## src/ext_ram_pkg.sv

```systemverilog
// Shared constants for the behavioural external memory slave.
package ext_ram_pkg;

   // Default data port width in bits.
   localparam int DATA_W_DEF = 32;
   // Legal data port widths; anything else is refused at build time.
   localparam int DATA_W_8 = 8;
   localparam int DATA_W_16 = 16;
   localparam int DATA_W_32 = 32;
   localparam int DATA_W_64 = 64;
   localparam int DATA_W_128 = 128;

   // Default address width and its legal bounds.
   localparam int ADDR_W_DEF = 16;
   localparam int ADDR_W_MIN = 1;
   localparam int ADDR_W_MAX = 32;

   // Default memory size in bytes and default start offset in bytes.
   localparam int MEM_BYTES_DEF = 256;
   localparam int MEM_OFFSET_DEF = 256;

   // Write wait states: default and legal bounds.
   localparam int WR_WAIT_DEF = 2;
   localparam int WR_WAIT_MIN = 0;
   localparam int WR_WAIT_MAX = 10;
   // Width of the wait-state counter, enough for the largest count.
   localparam int WR_CNT_W = 4;

   // Read latency in clock cycles: default and legal bounds.
   localparam int RD_LAT_DEF = 3;
   localparam int RD_LAT_MIN = 1;
   localparam int RD_LAT_MAX = 255;

   // Stall outputs are raised while reset is applied.
   localparam logic STALL_RST = 1'h1;
   // Read-valid strobe is low while reset is applied.
   localparam logic OK_RST = 1'h0;

   // Write acceptance states, one-hot.
   typedef enum logic [1:0] {
      WR_HOLD = 2'h1,
      WR_OPEN = 2'h2
   } wr_state_t;

endpackage : ext_ram_pkg

```

## src/read_pipe_stage.sv

```systemverilog
`timescale 1ns/10ps
`default_nettype none

// One register stage of the read return pipeline.
module read_pipe_stage #(
   parameter int DATA_W = ext_ram_pkg::DATA_W_DEF
) (
   input wire logic ref_clk_in,
   input wire logic rst_in,
   input wire logic ok_in,
   input wire logic [DATA_W-1:0] data_in,
   output logic ok_out,
   output logic [DATA_W-1:0] data_out
);

   // Whole state of the stage.
   typedef struct packed {
      logic ok;
      logic [DATA_W-1:0] data;
   } stage_t;

   stage_t cur;
   stage_t next_cur;

   // The stage copies its input; reset clears both the valid bit and the data.
   always_comb begin
      next_cur.ok = ok_in;
      next_cur.data = data_in;
   end

   // Register the stage; a synchronous reset drops any data in flight.
   always_ff @(posedge ref_clk_in) begin
      if (rst_in) begin
         cur <= '{ok: ext_ram_pkg::OK_RST, data: '0};
      end else begin
         cur <= next_cur;
      end
   end

   assign ok_out = cur.ok;
   assign data_out = cur.data;

endmodule : read_pipe_stage

`default_nettype wire

```

## config.mk

```make
export PLATFORM = sky130hd
export DESIGN_NAME = read_pipe_stage
export DESIGN_NICKNAME = d
export VERILOG_FILES = /design/src/ext_ram_pkg.sv /design/src/read_pipe_stage.sv
export SDC_FILE = /design/constraint.sdc
export NUM_CORES = 1
export LEC_CHECK = 0
export ABC_AREA = 1
export ABC_CLOCK_PERIOD_IN_PS = 1500
export BUFFER_PORTS_ARGS = -buffer_cell sky130_fd_sc_hd__buf_4
export CAP_MARGIN = 20
export CORE_MARGIN = 1
export CORE_UTILIZATION = 42
export DETAILED_ROUTE_END_ITERATION = 8
export GPL_ROUTABILITY_DRIVEN = 0
export PLACE_DENSITY = 0.92
export SYNTH_ARGS = -nofsm -noshare
export SYNTH_HDL_FRONTEND = slang
export SYNTH_SLANG_ARGS = --single-unit
export TNS_END_PERCENT = 50
```

## constraint.sdc

```tcl
create_clock -name ref_clk_in -period 1.5 [get_ports ref_clk_in]
set_input_delay 0.375 -clock ref_clk_in [delete_from_list [all_inputs] [get_ports ref_clk_in]]
set_output_delay 0.375 -clock ref_clk_in [all_outputs]
set_load 0.01 [all_outputs]
```

==> results of run 1 <==
==> power by group <==
group	internal [W]	switching [W]	leakage (nW)
clock	0.000221	0.000243	0.0314
sequential	0.000923	0.0000124	0.275
combinational	0.000126	0.0000851	0.573
==> metal layers <==
metal  share of wire  GRT usage
met1            0.33      0.151
met2            0.59      0.336
met3           0.068     0.0802
met4           0.012     0.0857
met5               0          0
==> per-stage QoR <==
stage          std cells  area (um^2)   util  power (W)  hold slack, ps
3_5_place_dp         193         1450  0.703    0.00117             582
4_1_cts              200         1510  0.730    0.00164             252
3_3_place_gp         193         1450  0.703    0.00116             575
5_1_grt              200         1510  0.730    0.00171             238
2_1_floorplan        103          958      -    0.00103             482
6_report             200         1510  0.730    0.00161             265
==> cells by family (layout without fill, tap and decap cells) <==
family                 Yosys count  in the layout  share of synthesized area
buffers and inverters           37            107                      0.176
AND/OR/NAND/NOR                 33             33                      0.134
flip-flops                      33             33                      0.689
==> final cells by class <==
type	count	area, um^2	area share
sequential	33	661	0.439
timing repair buffer	67	503	0.334
multi-input combinational	33	129	0.0856
inverter	33	124	0.0823
clock buffer	7	55.1	0.0366
tap	27	33.8	0.0224
==> synthesized netlist by cell type <==
master | instances | share of area
dfxtp_1 | 33 | 0.69
nor2_1 | 31 | 0.12
buf_6 | 4 | 0.047
nor2_2 | 2 | 0.013
inv_1 | 33 | 0.13
==> worst paths after layout <==
check / from / to
worst max-delay path: data_out[31] / data_out[31]
worst min-delay path: data_in[22] / data_out[22]
==> flip-flops by register name (all words and copies together), names as in the netlist <==
register and flops:
ok_out 1, data_out 32
==> metrics, run 1 <==
CTS tree yes; die width 49.8 um; Leakage 0.880 nW; dpl ws 598 ps; core area 0.00206 mm^2; Root Buffer Master clkbuf_4; synthesized cell area 958 um^2; Max Cap Viol 0; CP Capture Type output pin; Worst EP required 1120 ps; number of diodes 0; register area share after synthesis 0.689; Max Root-Sink Buffers 2; RSZ-0062 raised after global routing no; CTS Hold Bufs 0; drt wl/cell 9.38 um; Overflow after GRT 0; Max Fclk 889 MHz; Slew Limit Fails 0; most common cell after layout, fill and taps aside buf_4; final wirelength 1880 um; CP startpoint kind flip-flop; ANT nets after route 0; Initial Util 0.465; Final Hold Vio Count 0; worst path cell trace buf_4; initial antenna violation count 0; I/O pins 68; IO buf count 67; pin count of the biggest net entering global routing 34; fin worst setup slack 375 ps; Yosys Warn Count 0; arrival time at the worst endpoint 750 ps; P per Cell Area 1070 mW/mm^2; htree depth 2; drc violations 0; buffers and inverters on the worst path 1; CTS Buf Count 5; DRT iter0 DRCs 6; die area 0.00248 mm^2; Worst VDD drop 691 uV; Rel. slew slack 0.791; Worst path top cell family by delay flip-flops; worst-margin pin slew 313 ps; Post-CTS Setup Repair Bufs 0; TNS Setup 0 ps; cell count after synthesis 103; peak per-stage delay on the critical path 310 ps; final worst path period need 1130 ps; # fillers 140; Crit. path cell count 1; crit path kind flip-flop to output pin; final setup vio count 0; Detailed Routing Iterations Pass 1 4; most frequent cells in the layout 67 x buf_4, 33 x inv_1, 33 x dfxtp_1, 31 x nor2_1, 5 x clkbuf_4; gr usage total 0.176; clk sink count 33; post-synthesis cell type count 5; Worst path slowest cell dfxtp_1; first-pass GRT wire length 3130 um; DR vias/cell 3.93; # rows 16; post-DP HPWL 1520 um; PostCTS Resize Cnt 0; period utilisation layout 0.750; area grow syn2layout 57.0%; FF+latch count, synth 33; hold depth 3; Avg Cell Area, Syn 9.31 um^2; Mapped Nets 138; Vert. Die Dim 49.8 um; via count 786; Clock Pin Slew Worst Setup and Hold Paths 90 ps; layout cells sized above 1 0.434; critical path fanouts, max 1; outcome finished, final reports clean; final net count 208; worst min path class input port to flip-flop; vias in the first global route 730
(Power assumes the default switching activity.)
==> run 2: changes to the inputs <==
--- a/config.mk
+++ b/config.mk
@@ -5,15 +5,15 @@
 export SDC_FILE = /design/constraint.sdc
 export NUM_CORES = 1
 export LEC_CHECK = 0
-export ABC_AREA = 1
-export ABC_CLOCK_PERIOD_IN_PS = 1500
+export ABC_AREA = 0
+export ABC_CLOCK_PERIOD_IN_PS = 900
 export BUFFER_PORTS_ARGS = -buffer_cell sky130_fd_sc_hd__buf_4
 export CAP_MARGIN = 20
 export CORE_MARGIN = 1
-export CORE_UTILIZATION = 42
+export CORE_UTILIZATION = 34
 export DETAILED_ROUTE_END_ITERATION = 8
 export GPL_ROUTABILITY_DRIVEN = 0
-export PLACE_DENSITY = 0.92
+export PLACE_DENSITY = 0.83
 export SYNTH_ARGS = -nofsm -noshare
 export SYNTH_HDL_FRONTEND = slang
 export SYNTH_SLANG_ARGS = --single-unit
==> constraint.sdc (replaced) <==
create_clock -name ref_clk_in -period 0.9 [get_ports ref_clk_in]
set_input_delay 0.225 -clock ref_clk_in [delete_from_list [all_inputs] [get_ports ref_clk_in]]
set_output_delay 0.225 -clock ref_clk_in [all_outputs]
set_load 0.01 [all_outputs]
==> run 2 against run 1 <==
Against the previous run: the run now ends with DRC, setup timing left; synthesized cell count is 33% lower; first-iteration DRC count increased by 17%; setup slack got worse by 460 ps; final area increased by 7.5%; sequential cell count did not move.
==> metrics, run 2 <==
Setup crit start data_out[19]; ys async rst share 0; outcome finished with violations; fin util 0.653; area leader, netlist dfxtp_1; gr usage total 0.146; # fillers 206; drt wl/cell 11.8 um; final wirelength 2020 um; final worst path period need 984 ps; Yosys top cell area share 0.743; vias in the first global route 629; # rows 18; IO buf count 67; Initial Util 0.359; layout cells sized above 1 0.745; Root Buffer Master clkbuf_4; CTS tree yes; CTS Hold Bufs 0; worst min path class input port to flip-flop; die width 53.2 um; Final Non-Filler Cells 171; synthesized cell area 890 um^2; die area 0.00282 mm^2; post-synthesis cell type count 3; I/O pins 68; Vert. Die Dim 53.2 um; P per Cell Area 1670 mW/mm^2; Mapped Nets 104; final net count 175; Clock Pin Slew Worst Setup and Hold Paths 100 ps; failing checks DRC, setup timing; buffers and inverters on the worst path 1; Worst path slowest cell dfxtp_2; CP Capture Type output pin; final setup vio count 33; Rel. slew slack 0.796; Leakage 0.751 nW; Post-CTS Setup Repair Bufs 0; Multi-input gate area 206 um^2; Slew Limit Fails 0; Cell Area, Placed 0.00141 mm^2; Overflow after GRT 0; via count 695; Worst path top cell family by delay flip-flops; CP startpoint kind flip-flop; drc violations 1; Post-synth EDFFs 0; initial antenna violation count 0; Synth area leaders dfxtp_1 74%, nor2b_1 23%, buf_4 2.5%; area grow syn2layout 81.9%; Worst EP required 670 ps; Max Root-Sink Buffers 2; worst-margin pin slew 305 ps; top cells by count, synth 33 x dfxtp_1, 33 x nor2b_1, 3 x buf_4; RSZ-0062 raised after global routing yes; ys flop type dfxtp_1; Max Cap Viol 0; most frequent cells in the layout 35 x buf_4, 33 x nor2b_1, 32 x buf_6, 31 x dfxtp_2, 5 x clkbuf_4; DRT iter0 DRCs 7; clk sink count 33; first-pass GRT wire length 2720 um; CTS Buf Count 5; worst path cell trace buf_6; design area 0.00162 mm^2; max reg flops 32; number of diodes 0; Avg Cell Area, Syn 12.9 um^2; dpl cells 163; pin count of the biggest net entering global routing 34; period utilisation layout 1.09; most common cell after layout, fill and taps aside buf_4; Yosys Warn Count 0; Worst VDD drop 1180 uV; critical path fanouts, max 1; core area 0.00248 mm^2; register area 699 um^2; ANT nets after route 0; Detailed Routing Iterations Pass 1 6; htree depth 2; register area share after synthesis 0.743; fin worst setup slack -83.6 ps; HP Start data_in[11]; cell count after synthesis 69; DR vias/cell 4.06; arrival time at the worst endpoint 760 ps; Final Hold Vio Count 0; peak per-stage delay on the critical path 340 ps; FF+latch count, synth 33; crit path kind flip-flop to output pin; Max Fclk 1020 MHz
run 2: changes by cell type in the layout (fill, tap and decap cells not counted), moves of 31 or more:
cell	change
inv_1	-33
nor2_1	-31
buf_4	-32
dfxtp_2	+31
dfxtp_1	-31
nor2b_1	+33
buf_6	+32
run 2: per-stage QoR:
stage | TNS, ps | hold slack, ps | total power [W] | setup WS, ps
6_report | -2210 | 116 | 0.00271 | -83.6
5_1_grt | -3820 | 85.9 | 0.00287 | -135
4_1_cts | -2650 | 106 | 0.00273 | -94.4
3_5_place_dp | 0 | 440 | 0.00194 | 145
3_3_place_gp | 0 | 435 | 0.00192 | 193
2_1_floorplan | 0 | 297 | 0.00170 | 344
run 2: final cells by class:
type / count / share of cell area
Timing Repair Buffer: 67 / 0.385
Clock buffer: 6 / 0.0255
Tap cell: 30 / 0.0232
Clock inverter: 2 / 0.00619
Multi-Input combinational cell: 33 / 0.128
Sequential cell: 33 / 0.432
run 2: worst paths after layout:
check                 cells after the start      endpoint
worst max-delay path                      1  data_out[19]
worst min-delay path                      2  data_out[11]
run 2: what timing repair did:
| action | 4_1_cts | 5_1_grt |
|---|---|---|
| setup endpoints to repair | 33 | 33 |
| pin swaps | 0 | 0 |
| gates resized for setup | 51 | 12 |
| endpoints found under the hold margin | 0 | 0 |
run 2: cells by family (layout without fill, tap and decap cells):
logic type,Yosys count,count (layout),synth area share
flip-flops,33,33,0.743
AND/OR/NAND/NOR,33,33,0.232
buffers and inverters,3,75,0.0253
run 2: per-layer routing:
layer | routed length, um | GRT usage | vias up
met5 | 0 | 0 | -
met4 | 0 | 0.0789 | 0
met3 | 165 | 0.0632 | 0
met2 | 1220 | 0.270 | 34
met1 | 633 | 0.130 | 314
li1 | - | - | 347
run 2: where the power goes:
part | internal, W | leakage, nW | switching [W] | total (W)
clock network | 0.000297 | 0.0320 | 0.000438 | 0.000735
registers | 0.00155 | 0.283 | 0.0000355 | 0.00159
logic | 0.000264 | 0.436 | 0.000120 | 0.000384
==> run 3: changes to the inputs <==
--- a/config.mk
+++ b/config.mk
@@ -9,11 +9,13 @@
 export ABC_CLOCK_PERIOD_IN_PS = 900
 export BUFFER_PORTS_ARGS = -buffer_cell sky130_fd_sc_hd__buf_4
 export CAP_MARGIN = 20
+export CORE_ASPECT_RATIO = 0.75
 export CORE_MARGIN = 1
 export CORE_UTILIZATION = 34
 export DETAILED_ROUTE_END_ITERATION = 8
 export GPL_ROUTABILITY_DRIVEN = 0
 export PLACE_DENSITY = 0.83
+export SETUP_SLACK_MARGIN = 0.4
 export SYNTH_ARGS = -nofsm -noshare
 export SYNTH_HDL_FRONTEND = slang
 export SYNTH_SLANG_ARGS = --single-unit
==> run 3 against run 2 <==
Against the previous run: the run ends with setup timing left; critical path depth is the same; highest routed layer is now met4; largest power group unchanged; maximum frequency shrank 1.8%; critical path type unchanged; setup slack got worse by 18 ps; largest cell class unchanged; power grew 15%; critical endpoint is now data_out[29]; non-clock buffer count stayed put; sequential share of layout area down 1.0 points.
==> metrics, run 3 (same netlist as run 2, synthesis figures left out) <==
Rel. slew slack 0.787; outcome finished with violations; Post-CTS Setup Repair Bufs 0; arrival time at the worst endpoint 780 ps; CTS Buf Count 5; I/O pins 68; Root Buffer Master clkbuf_4; Max Cap Viol 0; drc violations 0; die area 0.00283 mm^2; Worst EP required 670 ps; hold endpoint data_out[31]; DRT iter0 DRCs 35; die width 61.1 um; RSZ-0062 raised after global routing yes; drt wl/cell 11.6 um; Overflow after GRT 0; Max Fclk 998 MHz; CTS Hold Bufs 0; failing checks setup timing; via count 693; peak per-stage delay on the critical path 340 ps; P per Cell Area 1870 mW/mm^2; Worst VDD drop 1050 uV; Cell Area, Placed 0.00145 mm^2; hold depth 2; Detailed Routing Iterations Pass 1 4; DR vias/cell 3.96; worst path cell trace buf_6; Final Hold Vio Count 0; CP startpoint kind flip-flop; buffers and inverters on the worst path 1; dpl cells 167; initial antenna violation count 0; final wirelength 2040 um; max reg flops 32; period utilisation layout 1.11; TNS Setup -2950 ps; gr usage total 0.155; # rows 15; Slew Limit Fails 0; Vert. Die Dim 46.3 um; Worst path top cell family by delay flip-flops; crit path kind flip-flop to output pin; fin util 0.698; ANT nets after route 0; core area 0.00238 mm^2; Clock Pin Slew Worst Setup and Hold Paths 100 ps; worst-margin pin slew 319 ps; IO buf count 67; hold_ws 97.3 ps; Initial Util 0.373; first-pass GRT wire length 2820 um; Max Root-Sink Buffers 2; CTS tree yes; HP Start data_in[31]; most frequent cells in the layout 34 x buf_4, 33 x nor2b_1, 33 x dfxtp_2, 33 x buf_6, 5 x clkbuf_4; most common cell after layout, fill and taps aside buf_4; Leakage 0.766 nW; layout cells sized above 1 0.759; worst min path class input port to flip-flop; clk sink count 33; critical path fanouts, max 1; final worst path period need 1000 ps; design area 0.00166 mm^2; number of diodes 0; area grow syn2layout 86.9%; post-DP HPWL 1430 um; fin worst setup slack -102 ps; pin count of the biggest net entering global routing 34; final net count 175; Final Non-Filler Cells 175; Worst path slowest cell dfxtp_2; vias in the first global route 614; htree depth 2; final setup vio count 33; CP Capture Type output pin
==> run 3: cell count changes in the layout (fill, tap and decap cells not counted), sizes merged <==
| cell | before | now |
|---|---|---|
| clkinv | 2 | 0 |
| bufinv | 0 | 1 |
| clkbuf | 6 | 7 |
==> run 3: how the worst max path moves through the flow <==
stage                 startpoint           end  slack [ps]  cells past startpoint
floorplan            data_out[0]   data_out[0]         360                      0
global placement          rst_in  data_out[20]         180                      2
detailed placement        rst_in  data_out[15]         140                      2
CTS                       ok_out        ok_out        -120                      1
global route        data_out[29]  data_out[29]        -150                      1
finish              data_out[29]  data_out[29]        -100                      1
==> run 3: stage by stage <==
stage / power [W] / setup slack [ps]
after floorplan: 0.00172 / 359
after global placement: 0.00194 / 183
after detailed placement: 0.00195 / 138
after CTS: 0.00315 / -119
after global routing: 0.00325 / -152
final: 0.00311 / -102
==> run 3: layer usage <==
| layer | GRT usage | share of wire | vias up |
|---|---|---|---|
| met5 | 0 | 0 | - |
| met4 | 0.105 | 0.025 | 0 |
| met3 | 0.110 | 0.10 | 6 |
| met2 | 0.252 | 0.53 | 38 |
| met1 | 0.139 | 0.34 | 304 |
| li1 | - | - | 345 |
==> run 3: layout make-up <==
type                       count  area, um^2
clock buffer                   7        55.1
clock inverter                 1        30.0
fill                         161         721
multi-input combinational     33         206
sequential                    33         702
tap                           34        42.5
timing repair buffer          67         627
==> run 3: repair_timing <==
item / 4_1_cts / 5_1_grt
endpoints found under the setup margin: 33 / 33
resized for setup: 33 / 0
pin swaps: 0 / 0
==> run 3: report_power, final <==
group | internal [W] | switching [W]
Combinational | 0.000265 | 0.000119
Clock | 0.000663 | 0.000473
Sequential | 0.00155 | 0.0000363
